[config.mk]
export PLATFORM = sky130hd
export DESIGN_NAME = pcps_sequencer
export DESIGN_NICKNAME = d
export VERILOG_FILES = /design/src/pcps_pkg.sv /design/src/pcps_sequencer.sv
export VERILOG_INCLUDE_DIRS = /design/src
export SDC_FILE = /design/constraint.sdc
export NUM_CORES = 1
export LEC_CHECK = 0
export ABC_AREA = 1
export ABC_CLOCK_PERIOD_IN_PS = 1900
export BUFFER_PORTS_ARGS = -buffer_cell sky130_fd_sc_hd__buf_2
export CAP_MARGIN = 20
export CORE_AREA = 2 2 141 109
export CTS_BUF_LIST = sky130_fd_sc_hd__clkbuf_8 sky130_fd_sc_hd__clkbuf_16
export CTS_CLUSTER_SIZE = 14
export DETAILED_ROUTE_END_ITERATION = 10
export DIE_AREA = 0 0 143 111
export PLACE_DENSITY_LB_ADDON = 0.2
export SLEW_MARGIN = 20
export SYNTH_ARGS = -nofsm -noshare
export SYNTH_HDL_FRONTEND = slang
export SYNTH_SLANG_ARGS = --single-unit
[constraint.sdc]
create_clock -name pclk -period 1.9 [get_ports pclk]
set_input_delay 0.285 -clock pclk [delete_from_list [all_inputs] [get_ports pclk]]
set_output_delay 0.285 -clock pclk [all_outputs]
set_load 0.02 [all_outputs]
[src/pcps_params.svh]
// Constants of the clock and power sequencer.
`ifndef PCPS_PARAMS_SVH
`define PCPS_PARAMS_SVH

// APB register byte addresses.
`define PCPS_ADDR_CTRL 12'h000
`define PCPS_ADDR_STAT 12'h004
`define PCPS_ADDR_OTG 12'h008
`define PCPS_ADDR_CFG 12'h00C

// Control register fields.
`define PCPS_CTRL_RAIL_STEPS 0
`define PCPS_CTRL_LOCK_TIME 2

// Status register fields.
`define PCPS_ST_STATE_LSB 0
`define PCPS_ST_STATE_MSB 6
`define PCPS_ST_CLKOUT 8
`define PCPS_ST_REFDET 9
`define PCPS_ST_STRAP 10
`define PCPS_ST_RESET 11
`define PCPS_ST_PLLRUN 12
`define PCPS_ST_PLLLOCK 13
`define PCPS_ST_DIR 14
`define PCPS_ST_CHGMODE 15

// OTG control reset value: pulldowns on, no VBUS drive.
`define PCPS_OTG_RESET 4'h6
`define PCPS_OTG_DRVVBUS 0
`define PCPS_OTG_DPPD 1
`define PCPS_OTG_DMPD 2
`define PCPS_OTG_DRVEXT 3

// Timing.
`define PCPS_CLK_MHZ 250
`define PCPS_PLL_LOCK_US 10
`define PCPS_PLL_LOCK_CYC (`PCPS_PLL_LOCK_US * `PCPS_CLK_MHZ)
`define PCPS_RAIL_STEP_NS 40
`define PCPS_RAIL_STEP_CYC ((`PCPS_RAIL_STEP_NS * `PCPS_CLK_MHZ + 999) / 1000)
`define PCPS_RAIL_STEPS 3
`define PCPS_REF_EDGES 8'h08
`define PCPS_REF_WATCH_CYC 16'h0100
`define PCPS_PLL_RATIO_19M2 8'h19
`define PCPS_PLL_RATIO_26M 8'h12
`define PCPS_PLL_RATIO_ULPI 8'h08

`endif

[src/pcps_pkg.sv]
// Types shared by the clock and power sequencer.
package pcps_pkg;
  typedef enum logic [6:0] {
    PCPS_OFF = 7'h01,
    PCPS_RAMP = 7'h02,
    PCPS_RST = 7'h04,
    PCPS_LOCK = 7'h08,
    PCPS_RUN = 7'h10,
    PCPS_CRAMP = 7'h20,
    PCPS_CHG = 7'h40
  } pcps_state_e;

  typedef struct packed {
    logic vbat_ok;
    logic vio_ok;
    logic vbus_ok;
    logic vbat_above_mntr;
    logic chip_select;
    logic chip_select_low;
    logic charger_detect_enable_low;
    logic freq_strap;
  } pcps_pins_s;

  typedef struct packed {
    logic internal_power_on_reset;
    logic pll_run;
    logic [7:0] pll_ratio;
    logic pll_ref_is_ulpi;
    logic active_power_state;
    logic charger_fsm_start;
  } pcps_core_s;
endpackage

[src/pcps_sequencer.sv]
// Clock configuration and power-up sequencer of a ULPI transceiver.
//
// The register offsets and register access over APB are this design's own decisions.
`timescale 1ns/1ns
`default_nettype none
`include "pcps_params.svh"

module pcps_sequencer #(
  parameter int LOCK_CYC = `PCPS_PLL_LOCK_CYC // PLL lock wait in cycles
) (
  input wire logic pclk, // APB clock, 250 MHz
  input wire logic presetn, // Asynchronous reset, active low
  input wire logic psel, // APB select
  input wire logic penable, // APB enable
  input wire logic pwrite, // APB direction
  input wire logic [11:0] paddr, // APB byte address
  input wire logic [31:0] pwdata, // APB write data
  output logic [31:0] prdata, // APB read data
  output logic pready, // APB ready
  output logic pslverr, // APB error
  input wire pcps_pkg::pcps_pins_s pins, // Asynchronous supply and strap pins
  input wire logic reference_clock_input, // Reference clock pin
  input wire logic pll_locked, // Lock flag from the analog PLL
  input wire logic ulpi_clk_in, // ULPI clock pin, input side
  output logic ulpi_clk_out, // ULPI clock pin, output side
  output logic ulpi_clk_oe, // ULPI clock pin, drive enable
  output logic ulpi_dir, // ULPI direction output
  output logic [3:0] otg_ctrl, // OTG control bits to the PHY
  output pcps_pkg::pcps_core_s core // Controls to PLL and power domains
);
  import pcps_pkg::*;

  // ****************************************************************
  // Pin synchronisers
  // ****************************************************************
  pcps_pins_s pins_m;
  pcps_pins_s pins_s;
  logic ref_m;
  logic ref_s;
  logic ref_d;
  logic lock_m;
  logic lock_s;
  logic uclk_m;
  logic uclk_s;

  always_ff @(posedge pclk or negedge presetn) begin
    if (!presetn) begin
      pins_m <= '0;
      pins_s <= '0;
      ref_m <= 1'b0;
      ref_s <= 1'b0;
      ref_d <= 1'b0;
      lock_m <= 1'b0;
      lock_s <= 1'b0;
      uclk_m <= 1'b0;
      uclk_s <= 1'b0;
    end else begin
      pins_m <= pins;
      pins_s <= pins_m;
      ref_m <= reference_clock_input;
      ref_s <= ref_m;
      ref_d <= ref_s;
      lock_m <= pll_locked;
      lock_s <= lock_m;
      uclk_m <= ulpi_clk_in;
      uclk_s <= uclk_m;
    end
  end

  // ****************************************************************
  // Power-up conditions
  // ****************************************************************
  // Both select pins must agree, so the unused one must be tied to its active level.
  wire selected = pins_s.chip_select && !pins_s.chip_select_low;
  wire std_go = selected && pins_s.vbat_ok && pins_s.vio_ok;
  wire chg_go = !selected && pins_s.vbus_ok &&
    !pins_s.charger_detect_enable_low && pins_s.vbat_above_mntr;
  wire ref_rise = ref_s && !ref_d;

  // ****************************************************************
  // Reference clock activity detection
  // ****************************************************************
  // A grounded reference pin never toggles, so a window of edges separates
  // the two clock configurations; fewer than 8 glitches in one window are ignored.
  logic [7:0] ref_edges;
  logic [15:0] ref_watch;
  logic ref_active;
  wire watch_end = ref_watch == `PCPS_REF_WATCH_CYC;
  wire [7:0] next_ref_edges = watch_end ? 8'h00 :
    ref_edges + {7'h00, ref_rise};

  always_ff @(posedge pclk or negedge presetn) begin
    if (!presetn) begin
      ref_edges <= 8'h00;
      ref_watch <= 16'h0000;
      ref_active <= 1'b0;
    end else begin
      ref_watch <= watch_end ? 16'h0000 : ref_watch + 16'h0001;
      ref_edges <= next_ref_edges;
      // Output mode latched once activity is seen
      if (ref_edges >= `PCPS_REF_EDGES) begin
        ref_active <= 1'b1;
      end
    end
  end

  // ****************************************************************
  // Sequencer
  // ****************************************************************
  pcps_state_e state;
  pcps_state_e next_state;
  logic [15:0] step_cnt;
  logic [1:0] step_idx;
  logic [31:0] lock_cnt;
  logic strap;
  logic [1:0] rail_steps;
  logic lock_wait_en;
  logic uclk_d;
  logic div_tog;

  wire step_done = step_cnt == 16'(`PCPS_RAIL_STEP_CYC - 1);
  wire ramp_done = step_done && step_idx == rail_steps;
  wire lock_ok = lock_s && (!lock_wait_en || lock_cnt >= 32'(LOCK_CYC));

  always_comb begin
    next_state = state;
    case (state)
      PCPS_OFF: begin
        if (std_go) begin
          next_state = PCPS_RAMP;
        end else if (chg_go) begin
          next_state = PCPS_CRAMP;
        end
      end
      PCPS_RAMP: begin
        if (!std_go) begin
          next_state = PCPS_OFF;
        end else if (ramp_done) begin
          next_state = PCPS_RST;
        end
      end
      PCPS_RST: begin
        next_state = std_go ? PCPS_LOCK : PCPS_OFF;
      end
      PCPS_LOCK: begin
        if (!std_go) begin
          next_state = PCPS_OFF;
        end else if (lock_ok) begin
          next_state = PCPS_RUN;
        end
      end
      PCPS_RUN: begin
        if (!std_go) begin
          next_state = PCPS_OFF;
        end
      end
      PCPS_CRAMP: begin
        if (!chg_go) begin
          next_state = PCPS_OFF;
        end else if (ramp_done) begin
          next_state = PCPS_CHG;
        end
      end
      PCPS_CHG: begin
        if (!chg_go) begin
          next_state = PCPS_OFF;
        end
      end
      default: begin
        next_state = PCPS_OFF;
      end
    endcase
  end
  wire in_ramp = state == PCPS_RAMP || state == PCPS_CRAMP;

  always_ff @(posedge pclk or negedge presetn) begin
    if (!presetn) begin
      state <= PCPS_OFF;
      step_cnt <= 16'h0000;
      step_idx <= 2'h0;
      lock_cnt <= 32'h0000_0000;
      strap <= 1'b0;
    end else begin
      state <= next_state;
      step_cnt <= (!in_ramp || step_done) ? 16'h0000 : step_cnt + 16'h0001;
      if (!in_ramp) begin
        step_idx <= 2'h0;
      end else if (step_done) begin
        step_idx <= step_idx + 2'h1;
      end
      lock_cnt <= (state == PCPS_LOCK) ? lock_cnt + 32'h0000_0001 :
        32'h0000_0000;
      // Strap caught once as power-up starts
      if (state == PCPS_OFF && next_state != PCPS_OFF) begin
        strap <= pins_s.freq_strap;
      end
    end
  end

  // ****************************************************************
  // Core controls and ULPI clock pin
  // ****************************************************************
  wire pll_on = state == PCPS_LOCK || state == PCPS_RUN;
  // PLL ratio from the held strap
  wire [7:0] ref_ratio = strap ? `PCPS_PLL_RATIO_26M : `PCPS_PLL_RATIO_19M2;
  // Grounded reference means the ULPI clock is the PLL reference
  wire [7:0] ratio = ref_active ? ref_ratio : `PCPS_PLL_RATIO_ULPI;

  always_comb begin
    core.active_power_state = state == PCPS_RST || pll_on ||
      state == PCPS_CHG;
    // Reset released only on the selected path
    core.internal_power_on_reset = !(state == PCPS_RST || pll_on);
    core.pll_run = pll_on;
    // One PLL ratio yields ULPI and bit clocks
    core.pll_ratio = ratio;
    core.pll_ref_is_ulpi = !ref_active;
    core.charger_fsm_start = state == PCPS_CHG;
  end

  // Stand-in for the PLL's 60 MHz output, so it toggles only once locked.
  always_ff @(posedge pclk or negedge presetn) begin
    if (!presetn) begin
      div_tog <= 1'b0;
      uclk_d <= 1'b0;
    end else begin
      div_tog <= (state == PCPS_RUN) ? !div_tog : 1'b0;
      uclk_d <= uclk_s;
    end
  end

  // Pin driven only after reference activity is seen
  assign ulpi_clk_oe = ref_active;
  assign ulpi_clk_out = div_tog;
  // Direction held high until lock completes
  assign ulpi_dir = state != PCPS_RUN;

  // ****************************************************************
  // APB registers
  // ****************************************************************
  logic [3:0] otg;
  logic [1:0] ctrl_steps;
  logic ctrl_lockw;
  wire wr = psel && penable && pwrite;
  wire hit_ctrl = paddr == `PCPS_ADDR_CTRL;
  wire hit_stat = paddr == `PCPS_ADDR_STAT;
  wire hit_otg = paddr == `PCPS_ADDR_OTG;
  wire hit_cfg = paddr == `PCPS_ADDR_CFG;
  wire hit_any = hit_ctrl || hit_stat || hit_otg || hit_cfg;
  wire [31:0] stat_word = {16'h0000, state == PCPS_CHG, ulpi_dir, lock_s,
    pll_on, core.internal_power_on_reset, strap, ref_active, ulpi_clk_oe,
    1'b0, state};
  wire [31:0] rd_word = hit_ctrl ? {29'h0, ctrl_lockw, ctrl_steps} :
    hit_stat ? stat_word : hit_otg ? {28'h0, otg} :
    hit_cfg ? {24'h0, ratio} : 32'h0000_0000;

  assign rail_steps = ctrl_steps;
  assign lock_wait_en = ctrl_lockw;
  always_ff @(posedge pclk or negedge presetn) begin
    if (!presetn) begin
      // OTG defaults: host without VBUS, pulldowns on
      otg <= `PCPS_OTG_RESET;
      ctrl_steps <= 2'(`PCPS_RAIL_STEPS);
      ctrl_lockw <= 1'b1;
      prdata <= 32'h0000_0000;
    end else begin
      if (state == PCPS_OFF) begin
        otg <= `PCPS_OTG_RESET;
      end else if (wr && hit_otg) begin
        otg <= pwdata[3:0];
      end
      if (wr && hit_ctrl) begin
        ctrl_steps <= pwdata[`PCPS_CTRL_RAIL_STEPS +: 2];
        ctrl_lockw <= pwdata[`PCPS_CTRL_LOCK_TIME];
      end
      if (psel && !penable && !pwrite) begin
        prdata <= rd_word;
      end
    end
  end

  assign otg_ctrl = otg;
  assign pready = 1'b1;
  assign pslverr = psel && penable && !hit_any;

  // ****************************************************************
  // Assertions
  // ****************************************************************
  property p_dir_until_lock;
    @(posedge pclk) disable iff (!presetn)
    (state != PCPS_RUN) |-> ulpi_dir;
  endproperty
  a_dir_until_lock: assert property (p_dir_until_lock)
    else $error("Direction dropped before lock.");
  property p_run_needs_lock;
    @(posedge pclk) disable iff (!presetn)
    $rose(state == PCPS_RUN) |-> $past(lock_s) && !core.internal_power_on_reset;
  endproperty
  a_run_needs_lock: assert property (p_run_needs_lock)
    else $error("Run entered without lock.");
  property p_chg_reset_held;
    @(posedge pclk) disable iff (!presetn)
    (state == PCPS_CHG) |-> core.internal_power_on_reset && !core.pll_run;
  endproperty
  a_chg_reset_held: assert property (p_chg_reset_held)
    else $error("Charger mode released reset.");
  property p_std_gate;
    @(posedge pclk) disable iff (!presetn)
    $rose(state == PCPS_RAMP) |-> $past(std_go);
  endproperty
  a_std_gate: assert property (p_std_gate)
    else $error("Standard power-up without select.");
  property p_chg_gate;
    @(posedge pclk) disable iff (!presetn)
    $rose(state == PCPS_CRAMP) |-> $past(chg_go) && !$past(selected);
  endproperty
  a_chg_gate: assert property (p_chg_gate)
    else $error("Charger power-up without its conditions.");
  property p_clk_input;
    @(posedge pclk) disable iff (!presetn)
    !ref_active |-> !ulpi_clk_oe && core.pll_ref_is_ulpi;
  endproperty
  a_clk_input: assert property (p_clk_input)
    else $error("ULPI clock driven without reference.");
  property p_strap_hold;
    @(posedge pclk) disable iff (!presetn)
    (state != PCPS_OFF && $past(state) != PCPS_OFF) |-> $stable(strap);
  endproperty
  a_strap_hold: assert property (p_strap_hold)
    else $error("Strap changed while powered.");
  property p_otg_default;
    @(posedge pclk) disable iff (!presetn)
    (state == PCPS_OFF) |=> otg_ctrl == `PCPS_OTG_RESET;
  endproperty
  a_otg_default: assert property (p_otg_default)
    else $error("OTG bits not at defaults.");
  property p_ratio;
    @(posedge pclk) disable iff (!presetn)
    ref_active |-> core.pll_ratio == (strap ? `PCPS_PLL_RATIO_26M :
      `PCPS_PLL_RATIO_19M2);
  endproperty
  a_ratio: assert property (p_ratio)
    else $error("PLL ratio does not match strap.");

  c_run: cover property (@(posedge pclk) disable iff (!presetn)
    state == PCPS_RUN);
  c_chg: cover property (@(posedge pclk) disable iff (!presetn)
    state == PCPS_CHG);
  c_out_clk: cover property (@(posedge pclk) disable iff (!presetn)
    ulpi_clk_oe && state == PCPS_RUN);
endmodule

`default_nettype wire

==> flow_metrics.py, run 1 <==
metrics = {
    "run_status": {
        "outcome": "complete, but fails checks",
        "violations": "negative setup slack",
    },
    "worst_hold_path": {
        "hp-class": "primary input to register",
    },
    "synthesis": {
        "ys_ff_latch": 126,
        "synth_commonest_cells": "120 x dfrtp_1, 119 x nand2_1, 116 x inv_1",
        "yosysMostFrequentCell": "dfrtp_1",
        "muxShareOfSynthArea_pct": 0,
        "synth_cell_types": 41,
        "async_flop_share_pct": 100,
        "syn_inst": 763,
        "synth.yosys.warnings": 0,
        "synth_top_area_cell": "dfrtp_1",
        "post_synth.cell_area_avg_um2": 8.37,
        "synth_top_area_share_pct": 47.0,
        "syn_area_um2": 6390,
        "synth.area.top_cells": "dfrtp_1 47%, nand2_1 7.0%, inv_1 6.8%, nor2_1 4.8%, a21oi_1 3.4%",
        "yosysSeqAreaShare_pct": 49.5,
        "synth_top_family_by_area": "simple AND/OR/NAND/NOR gates",
        "synth-xor-area-share_pct": 1.64,
        "synth_edf_count": 0,
        "synthSimpleGateAreaFrac_pct": 26.5,
        "synthAdderAreaFrac_pct": 1.57,
        "synth_compound_area_share_pct": 9.69,
        "synthFlopType": "dfrtp_1",
    },
    "global_routing": {
        "track_usage_pct": 18.7,
        "grt_overflow": 0,
        "grt_max_degree": 40,
        "grt_first_pass_wirelength_um": 23600,
        "antenna_found_initial": 0,
        "grt_pass1_vias": 5125,
    },
    "placed_design": {
        "placed_cell_area_um2": 7010,
        "gp_congestion": 0.823,
        "dpl.hpwl_um": 10200,
        "numPortBuffers": 62,
    },
    "die": {
        "die_y_um": 111,
        "die_x_um": 143,
        "rows": 39,
        "core-area_um2": 14700,
        "start_util_pct": 43.5,
        "dieArea_um2": 15900,
        "ioPinCount": 114,
    },
    "detailed_routing": {
        "wl_per_cell_um": 13.0,
        "dr_wl_met2_um": 6630,
        "drt-pass1-iter-count": 5,
        "drc_errors": 0,
        "routed_wl_um": 14500,
        "via_per_inst": 4.91,
        "routed.top_layer": "met4",
        "drt-initial-drc-count": 354,
        "num_vias": 5460,
        "drtAntennaViolNets": 0,
        "m1WireLength_um": 7080,
        "route.met3.wl_um": 662,
    },
    "layout": {
        "final_util_pct": 55.5,
        "layout.nets": 962,
        "diodes": 0,
        "syn2layout_area_growth_pct": 27.6,
        "fillers": 1316,
        "layout-drive-gt1-share_pct": 24.6,
        "final_cell_area_um2": 8150,
    },
    "cts": {
        "cts_tree": "built",
        "cts.reportedPaths.clkPinSlew_ps": 60,
        "numClockSinks": 126,
        "cts_max_path_buffers": 2,
        "cts_buffers": 17,
        "root_buffer": "clkbuf_16",
        "htreeDepth": 4,
        "clock_latency_ps": 420,
    },
    "flow_run": {
        "cap_violations": 0,
    },
    "setup_path": {
        "crit_arrival_ps": 1630,
        "critPathLaunchType": "register",
        "cp_max_fo": 3,
        "cp_data_required_time_ps": 1620,
        "critPathCaptureType": "output port",
        "crit_type": "register to output port",
    },
    "timing": {
        "rsz0062_at_grt": "yes",
        "hold_slack_ps": 87.2,
        "fin_crit_sh_pct": 101,
        "post-route-min-period_ps": 1910,
        "fin_worst_skew_ps": 5.64,
        "slew_viol_final": 0,
        "hold_violations": 0,
        "fin_ws_ps": -10.5,
        "fmax_ghz": 0.523,
        "final-setup-viol-count": 2,
    },
    "pwr": {
        "ir_drop_mv": 0.685,
        "leakage_nw": 3.84,
        "total_power_mw": 7.19,
        "p_per_area_nw_per_um2": 882,
    },
}
power by group:
group          internal (mW)  switching [mW]  leakage, nW
clock                   2.23            1.22        0.298
combinational          0.321           0.532         1.89
sequential              2.81          0.0883         1.65
critical path, stage by stage, from the launching register on:
cell	delay, ps
dfstp_2	550
nor2_4	50
nand2_4	80
inv_2	50
nand4_4	70
nand2_4	70
nor2_4	130
nand2_2	60
buf_6	130
per-layer routing:
| layer | up-vias | GRT usage (%) |
|---|---|---|
| li1 | 2709 | - |
| met1 | 2602 | 26.1 |
| met2 | 138 | 29.0 |
| met3 | 11 | 5.14 |
| met4 | 0 | 4.36 |
| met5 | - | 0 |
worst paths after layout:
kind | depth (start not counted) | startpoint | slack, ps | endpoint
worst max-delay path | 8 | state[0]$_DFF_PN1_ | -10 | core[1]
worst min-delay path | 3 | pwdata[2] | 90 | otg_ctrl[2]$_DFFE_PN1P_
worst max register to register | 12 | lock_cnt[1]$_DFF_PN0_ | 100 | lock_cnt[22]$_DFF_PN0_
worst min register to register | 0 | pins_m[7]$_DFF_PN0_ | 350 | pins_s[7]$_DFF_PN0_
max in group asynchronous | 3 | presetn | 870 | ctrl_steps[0]$_DFFE_PN1P_
min in group asynchronous | 2 | presetn | 380 | lock_cnt[29]$_DFF_PN0_
kinds of logic after synthesis:
kind of cell,after synthesis
other,2
flip-flops,126
AND/OR/NAND/NOR,343
AO/OA/AOI/OAI,113
adder cells (fa/ha/maj),8
buffers and inverters,159
XOR/XNOR,12
cell usage in the layout, fill, tap and decap left out, drive strengths merged, types with 2 or more instances in the layout:
| master | count |
|---|---|
| clkinvlp | 4 |
| and3 | 2 |
| dfstp | 6 |
| nand2 | 127 |
| o21ai | 49 |
| dlygate4sd3 | 11 |
| nand3 | 37 |
| o21a | 4 |
| a21oi | 44 |
| xnor2 | 4 |
| nor3 | 41 |
| dfrtp | 120 |
| inv | 128 |
| nor4 | 10 |
| a221oi | 4 |
| a31oi | 4 |
| buf | 113 |
| bufinv | 4 |
| o2111ai | 2 |
| xor2 | 8 |
| nand4 | 26 |
| clkinv | 5 |
| clkbuf | 18 |
| nor2 | 96 |
| conb | 22 |
| a211oi | 3 |
| nor3b | 2 |
| ha | 8 |
flip-flops by register name, summed over array words and instances (netlist names), 7 cells and up:
| register | cells |
|---|---|
| ref_watch | 16 |
| step_cnt | 16 |
| pins_s | 8 |
| lock_cnt | 32 |
| state | 7 |
| ref_edges | 8 |
| prdata | 14 |
| pins_m | 8 |
final cells by class:
type | count | area (um2) | share of cell area [%]
well taps | 205 | 256 | 3.15
flip-flops and latches | 126 | 3160 | 38.8
clock buffers | 18 | 439 | 5.39
clock inverters | 14 | 191 | 2.35
inverters | 127 | 482 | 5.91
repair buffers | 124 | 856 | 10.5
multi-input cells | 498 | 2770 | 33.9
through the flow:
stage	setup TNS [ps]	setup WS, ps	cells
floorplan	0	220	783
global placement	0	98.6	1040
detailed placement	0	80.0	1040
CTS	-1.29	-1.29	1092
global route	-432	-92.7	1112
finish	-12.4	-10.5	1112
repair_timing:
| action | CTS | global route |
|---|---|---|
| hold buffers | 11 | 0 |
| pin swaps | 4 | 12 |
| buffers inserted | 9 | 20 |
| endpoints found under the setup margin | 3 | 23 |
| resized for setup | 9 | 36 |
| hold endpoints to repair | 41 | 0 |
Power figures use the tool's default switching activity.
==> run 2: changes to the inputs <==
ABC_CLOCK_PERIOD_IN_PS = 2300   (was 1900)
PLACE_DENSITY = 0.72   (was default)
PLACE_DENSITY_LB_ADDON = default   (was 0.2)
clock period = 2.3 ns   (was 1.9 ns; I/O delays follow)
==> flow_metrics.py, run 2 (same netlist as run 1, synthesis figures left out) <==
metrics = {
    "run_status": {
        "outcome": "complete, no violations",
    },
    "layout": {
        "diodes": 0,
        "stdcell_count": 1059,
        "fillers": 1392,
        "final_common_cell": "dfrtp_1",
        "layout-drive-gt1-share_pct": 17.9,
        "multiInputGateArea_um2": 2600,
        "syn2layout_area_growth_pct": 16.8,
        "most-common-layout-cells": "120 x dfrtp_1, 119 x nand2_1, 117 x inv_1",
        "final_util_pct": 50.8,
        "layout.nets": 909,
        "regArea_um2": 3160,
        "largest_reg_flops": 32,
        "regMostFlops": "lock_cnt",
        "largestRegisters": "lock_cnt (32), ref_watch (16), step_cnt (16)",
    },
    "setup_path": {
        "critPathCaptureType": "output port",
        "cp_max_fo": 7,
        "worstPathCellList": "nor2_4, nand2_2, inv_2, nand4_4, nand2_2, nor2_4, nand2_1, buf_2",
        "cp_slowest_cell": "dfrtp_1",
        "path_buf_inv": 2,
        "critPathLaunchType": "register",
        "crit_type": "register to output port",
        "cp_data_required_time_ps": 1960,
        "cp_top_family": "simple AND/OR/NAND/NOR gates",
        "worst_path_largest_cell_delay_ps": 470,
        "crit_arrival_ps": 1820,
    },
    "pwr": {
        "p_sw_share_pct": 25.9,
        "seq_power_share_pct": 44.3,
        "ir_drop_mv": 0.499,
        "p_per_area_nw_per_um2": 726,
        "p_int_mw": 4.01,
        "leakage_nw": 3.50,
        "pwr-share-comb_pct": 10.6,
        "p_sw_mw": 1.40,
        "p_clk_share_pct": 45.0,
        "total_power_mw": 5.41,
    },
    "timing": {
        "slew_headroom_pct": 64.4,
        "final-setup-viol-count": 0,
        "finalSetupTns_ps": 0,
        "hold_violations": 0,
        "worst_slew_pin_slew_ps": 532,
        "post-route-min-period_ps": 2160,
        "rsz0062_at_grt": "no",
        "fin_crit_sh_pct": 94.0,
        "fin_worst_skew_ps": 9.91,
        "fmax_ghz": 0.462,
        "slew_viol_final": 0,
    },
    "global_routing": {
        "track_usage_pct": 17.6,
        "grt_pass1_vias": 4715,
        "grt_max_degree": 68,
        "grt_first_pass_wirelength_um": 22400,
        "grt_overflow": 0,
        "antenna_found_initial": 0,
    },
    "cts": {
        "cts_buffers": 17,
        "cts.reportedPaths.clkPinSlew_ps": 60,
        "numClockSinks": 126,
        "htreeDepth": 4,
        "root_buffer": "clkbuf_16",
        "clock_latency_ps": 410,
        "cts_tree": "built",
        "post_cts_resized": 0,
        "cts_max_path_buffers": 2,
    },
    "detailed_routing": {
        "via_per_inst": 4.84,
        "num_vias": 5122,
        "drc_errors": 0,
        "routed_wl_um": 13100,
        "drtAntennaViolNets": 0,
        "drt-initial-drc-count": 379,
        "drt-pass1-iter-count": 5,
        "wl_per_cell_um": 12.4,
    },
    "die": {
        "rows": 39,
        "die_x_um": 143,
        "ioPinCount": 114,
        "dieArea_um2": 15900,
        "core-area_um2": 14700,
        "start_util_pct": 43.5,
        "die_y_um": 111,
    },
    "placed_design": {
        "gp_congestion": 0.844,
        "numPortBuffers": 62,
        "dpl.hpwl_um": 9740,
        "dp.cells": 1026,
    },
    "flow_run": {
        "cap_violations": 0,
    },
    "worst_hold_path": {
        "hp-class": "primary input to register",
    },
}
## run 2: power by group through the flow
stage / clock (mW) / combinational [mW] / sequential, mW
5_1_grt: 2.61 / 0.666 / 2.41
3_3_place_gp: 0 / 0.563 / 2.43
6_report: 2.44 / 0.576 / 2.40
3_5_place_dp: 0 / 0.579 / 2.43
4_1_cts: 2.50 / 0.580 / 2.40
2_1_floorplan: 0 / 0.424 / 2.41
## run 2: path summary, 6_finish.rpt
path,from,endpoint,slack [ps],depth (start not counted)
min,pins[4],pins_m[4]$_DFF_PN0_,40,1
max in group asynchronous,presetn,pins_s[3]$_DFF_PN0_,1370,3
max reg2reg,lock_cnt[0]$_DFF_PN0_,lock_cnt[28]$_DFF_PN0_,320,10
min reg2reg,pins_m[6]$_DFF_PN0_,pins_s[6]$_DFF_PN0_,350,0
min in group asynchronous,presetn,step_idx[0]$_DFFE_PN0N_,330,2
max,state[1]$_DFF_PN0_,core[1],140,8
## run 2: per-layer routing
| layer | routed length (um) | vias up | GRT usage (%) |
|---|---|---|---|
| li1 | - | 2601 | - |
| met1 | 6770 | 2383 | 27.1 |
| met2 | 5510 | 124 | 24.3 |
| met3 | 674 | 14 | 4.49 |
| met4 | 133 | 0 | 5.41 |
| met5 | 0 | - | 0 |
## run 2: stage by stage
step                setup WS [ps]  cell area, um2  hold WS [ps]
global placement              385            6890           211
finish                        138            7460          41.1
CTS                           124            7460          22.8
global route                 6.20            7460          21.9
detailed placement            376            6890           206
floorplan                     620            6460          49.4
## run 2: cell type report
type	count	area share, %
multi-input cells	498	34.9
clock buffers	22	6.62
repair buffers	71	5.47
clock inverters	10	0.855
inverters	127	6.39
well taps	205	3.44
flip-flops and latches	126	42.4
## run 2: what timing repair did
action,CTS,global route
setup endpoints to repair,0,0
hold buffers,1,0
setup buffers,0,0
hold endpoints to repair,10,0
==> run 3: changes to the inputs <==
PLACE_DENSITY = default   (was 0.72)
PLACE_DENSITY_LB_ADDON = 0.2   (was default)
SLEW_MARGIN = 10   (was 20)
==> flow_metrics.py, run 3 (same netlist as run 1, synthesis figures left out) <==
metrics = {
    "layout": {
        "fillers": 1338,
        "diodes": 0,
        "layout.nets": 909,
        "largest_reg_flops": 32,
        "final_cell_area_um2": 7510,
        "most-common-layout-cells": "120 x dfrtp_1, 119 x nand2_1, 116 x inv_1",
        "layout-drive-gt1-share_pct": 18.1,
        "final_util_pct": 51.1,
        "largestRegisters": "lock_cnt (32), ref_watch (16), step_cnt (16)",
        "syn2layout_area_growth_pct": 17.5,
        "regMostFlops": "lock_cnt",
        "final_common_cell": "dfrtp_1",
    },
    "global_routing": {
        "grt_overflow": 0,
        "track_usage_pct": 18.4,
        "grt_max_degree": 51,
        "grt_first_pass_wirelength_um": 23200,
        "antenna_found_initial": 0,
        "grt_pass1_vias": 4922,
    },
    "cts": {
        "post_cts_buffers": 0,
        "cts_buffers": 17,
        "cts.reportedPaths.clkPinSlew_ps": 60,
        "numClockSinks": 126,
        "root_buffer": "clkbuf_16",
        "cts_max_path_buffers": 2,
        "clock_latency_ps": 420,
        "cts_tree": "built",
        "htreeDepth": 4,
    },
    "die": {
        "start_util_pct": 43.5,
        "dieArea_um2": 15900,
        "rows": 39,
        "die_x_um": 143,
        "ioPinCount": 114,
        "die_y_um": 111,
        "core-area_um2": 14700,
    },
    "setup_path": {
        "cp_data_required_time_ps": 1960,
        "critPathLaunchType": "register",
        "crit_arrival_ps": 1820,
        "crit_type": "register to output port",
        "critPathCaptureType": "output port",
        "cp_max_fo": 7,
    },
    "detailed_routing": {
        "drt-pass1-iter-count": 5,
        "drt-initial-drc-count": 341,
        "routed_wl_um": 13500,
        "wl_per_cell_um": 12.8,
        "via_per_inst": 4.85,
        "drc_errors": 0,
        "drtAntennaViolNets": 0,
        "num_vias": 5137,
    },
    "pwr": {
        "total_power_mw": 5.73,
        "ir_drop_mv": 0.579,
        "leakage_nw": 3.52,
        "p_per_area_nw_per_um2": 763,
    },
    "worst_hold_path": {
        "hp-class": "primary input to register",
    },
    "timing": {
        "fin_worst_skew_ps": 5.82,
        "post-route-min-period_ps": 2170,
        "fin_crit_sh_pct": 94.2,
        "slew_viol_final": 0,
        "rsz0062_at_grt": "no",
        "slew_headroom_pct": 58.5,
        "fmax_ghz": 0.461,
        "final-setup-viol-count": 0,
        "worst_slew_pin_slew_ps": 622,
        "hold_violations": 0,
        "hold_slack_ps": 23.7,
        "finalSetupTns_ps": 0,
    },
    "placed_design": {
        "numPortBuffers": 62,
        "gp_congestion": 0.840,
        "placed_cell_area_um2": 6880,
        "dpl.hpwl_um": 9950,
    },
    "run_status": {
        "outcome": "complete, no violations",
    },
    "flow_run": {
        "cap_violations": 0,
    },
}
## run 3: where the power goes
part / leakage, nW / switching, mW / internal, mW
Sequential: 1.66 / 0.0727 / 2.32
Combinational: 1.57 / 0.400 / 0.180
Clock: 0.296 / 0.993 / 1.76
## run 3: routing by layer
metal	GRT usage (%)	vias up	part of all wire [%]
met2	26.2	135	42
met1	26.8	2376	51
met3	4.75	16	5.4
met5	0	-	0
li1	-	2610	-
met4	7.39	0	1.3
## run 3: stage by stage
step                setup slack (ps)  instances
detailed placement               373       1026
global placement                 367       1026
global route                    12.7       1059
floorplan                        620        783
CTS                              112       1059
finish                           132       1059
## run 3: worst paths after layout
path / to / cells after the start / startpoint / slack [ps]
worst max-delay path: core[1] / 8 / state[1]$_DFF_PN0_ / 130
worst min-delay path: lock_m$_DFF_PN0_ / 1 / pll_locked / 20
worst max register to register: lock_cnt[28]$_DFF_PN0_ / 10 / lock_cnt[0]$_DFF_PN0_ / 360
worst min register to register: ref_s$_DFF_PN0_ / 0 / ref_m$_DFF_PN0_ / 350
max in group asynchronous: otg_ctrl[1]$_DFFE_PN1P_ / 3 / presetn / 1090
min in group asynchronous: lock_cnt[28]$_DFF_PN0_ / 2 / presetn / 480
## run 3: timing repair
action | 4_1_cts | 5_1_grt
gates resized for setup | 0 | 1
endpoints found under the hold margin | 47 | 0
setup endpoints to repair | 0 | 1
hold buffers | 1 | 0
## run 3: cell type report
type / count / area (um2) / share of cell area (%)
Tap cell: 205 / 256 / 3.42
Multi-Input combinational cell: 498 / 2600 / 34.7
Clock buffer: 19 / 453 / 6.03
Sequential cell: 126 / 3160 / 42.1
Timing Repair Buffer: 71 / 395 / 5.27
Clock inverter: 13 / 163 / 2.17
Inverter: 127 / 477 / 6.35
## run 3: critical path: stages (launching register included)
cell and delay, ps:
dfrtp_1 470, nor2_4 180, nand2_2 100, inv_2 80
nand4_4 140, nand2_2 170, nor2_4 60, nand2_1 50
buf_2 150
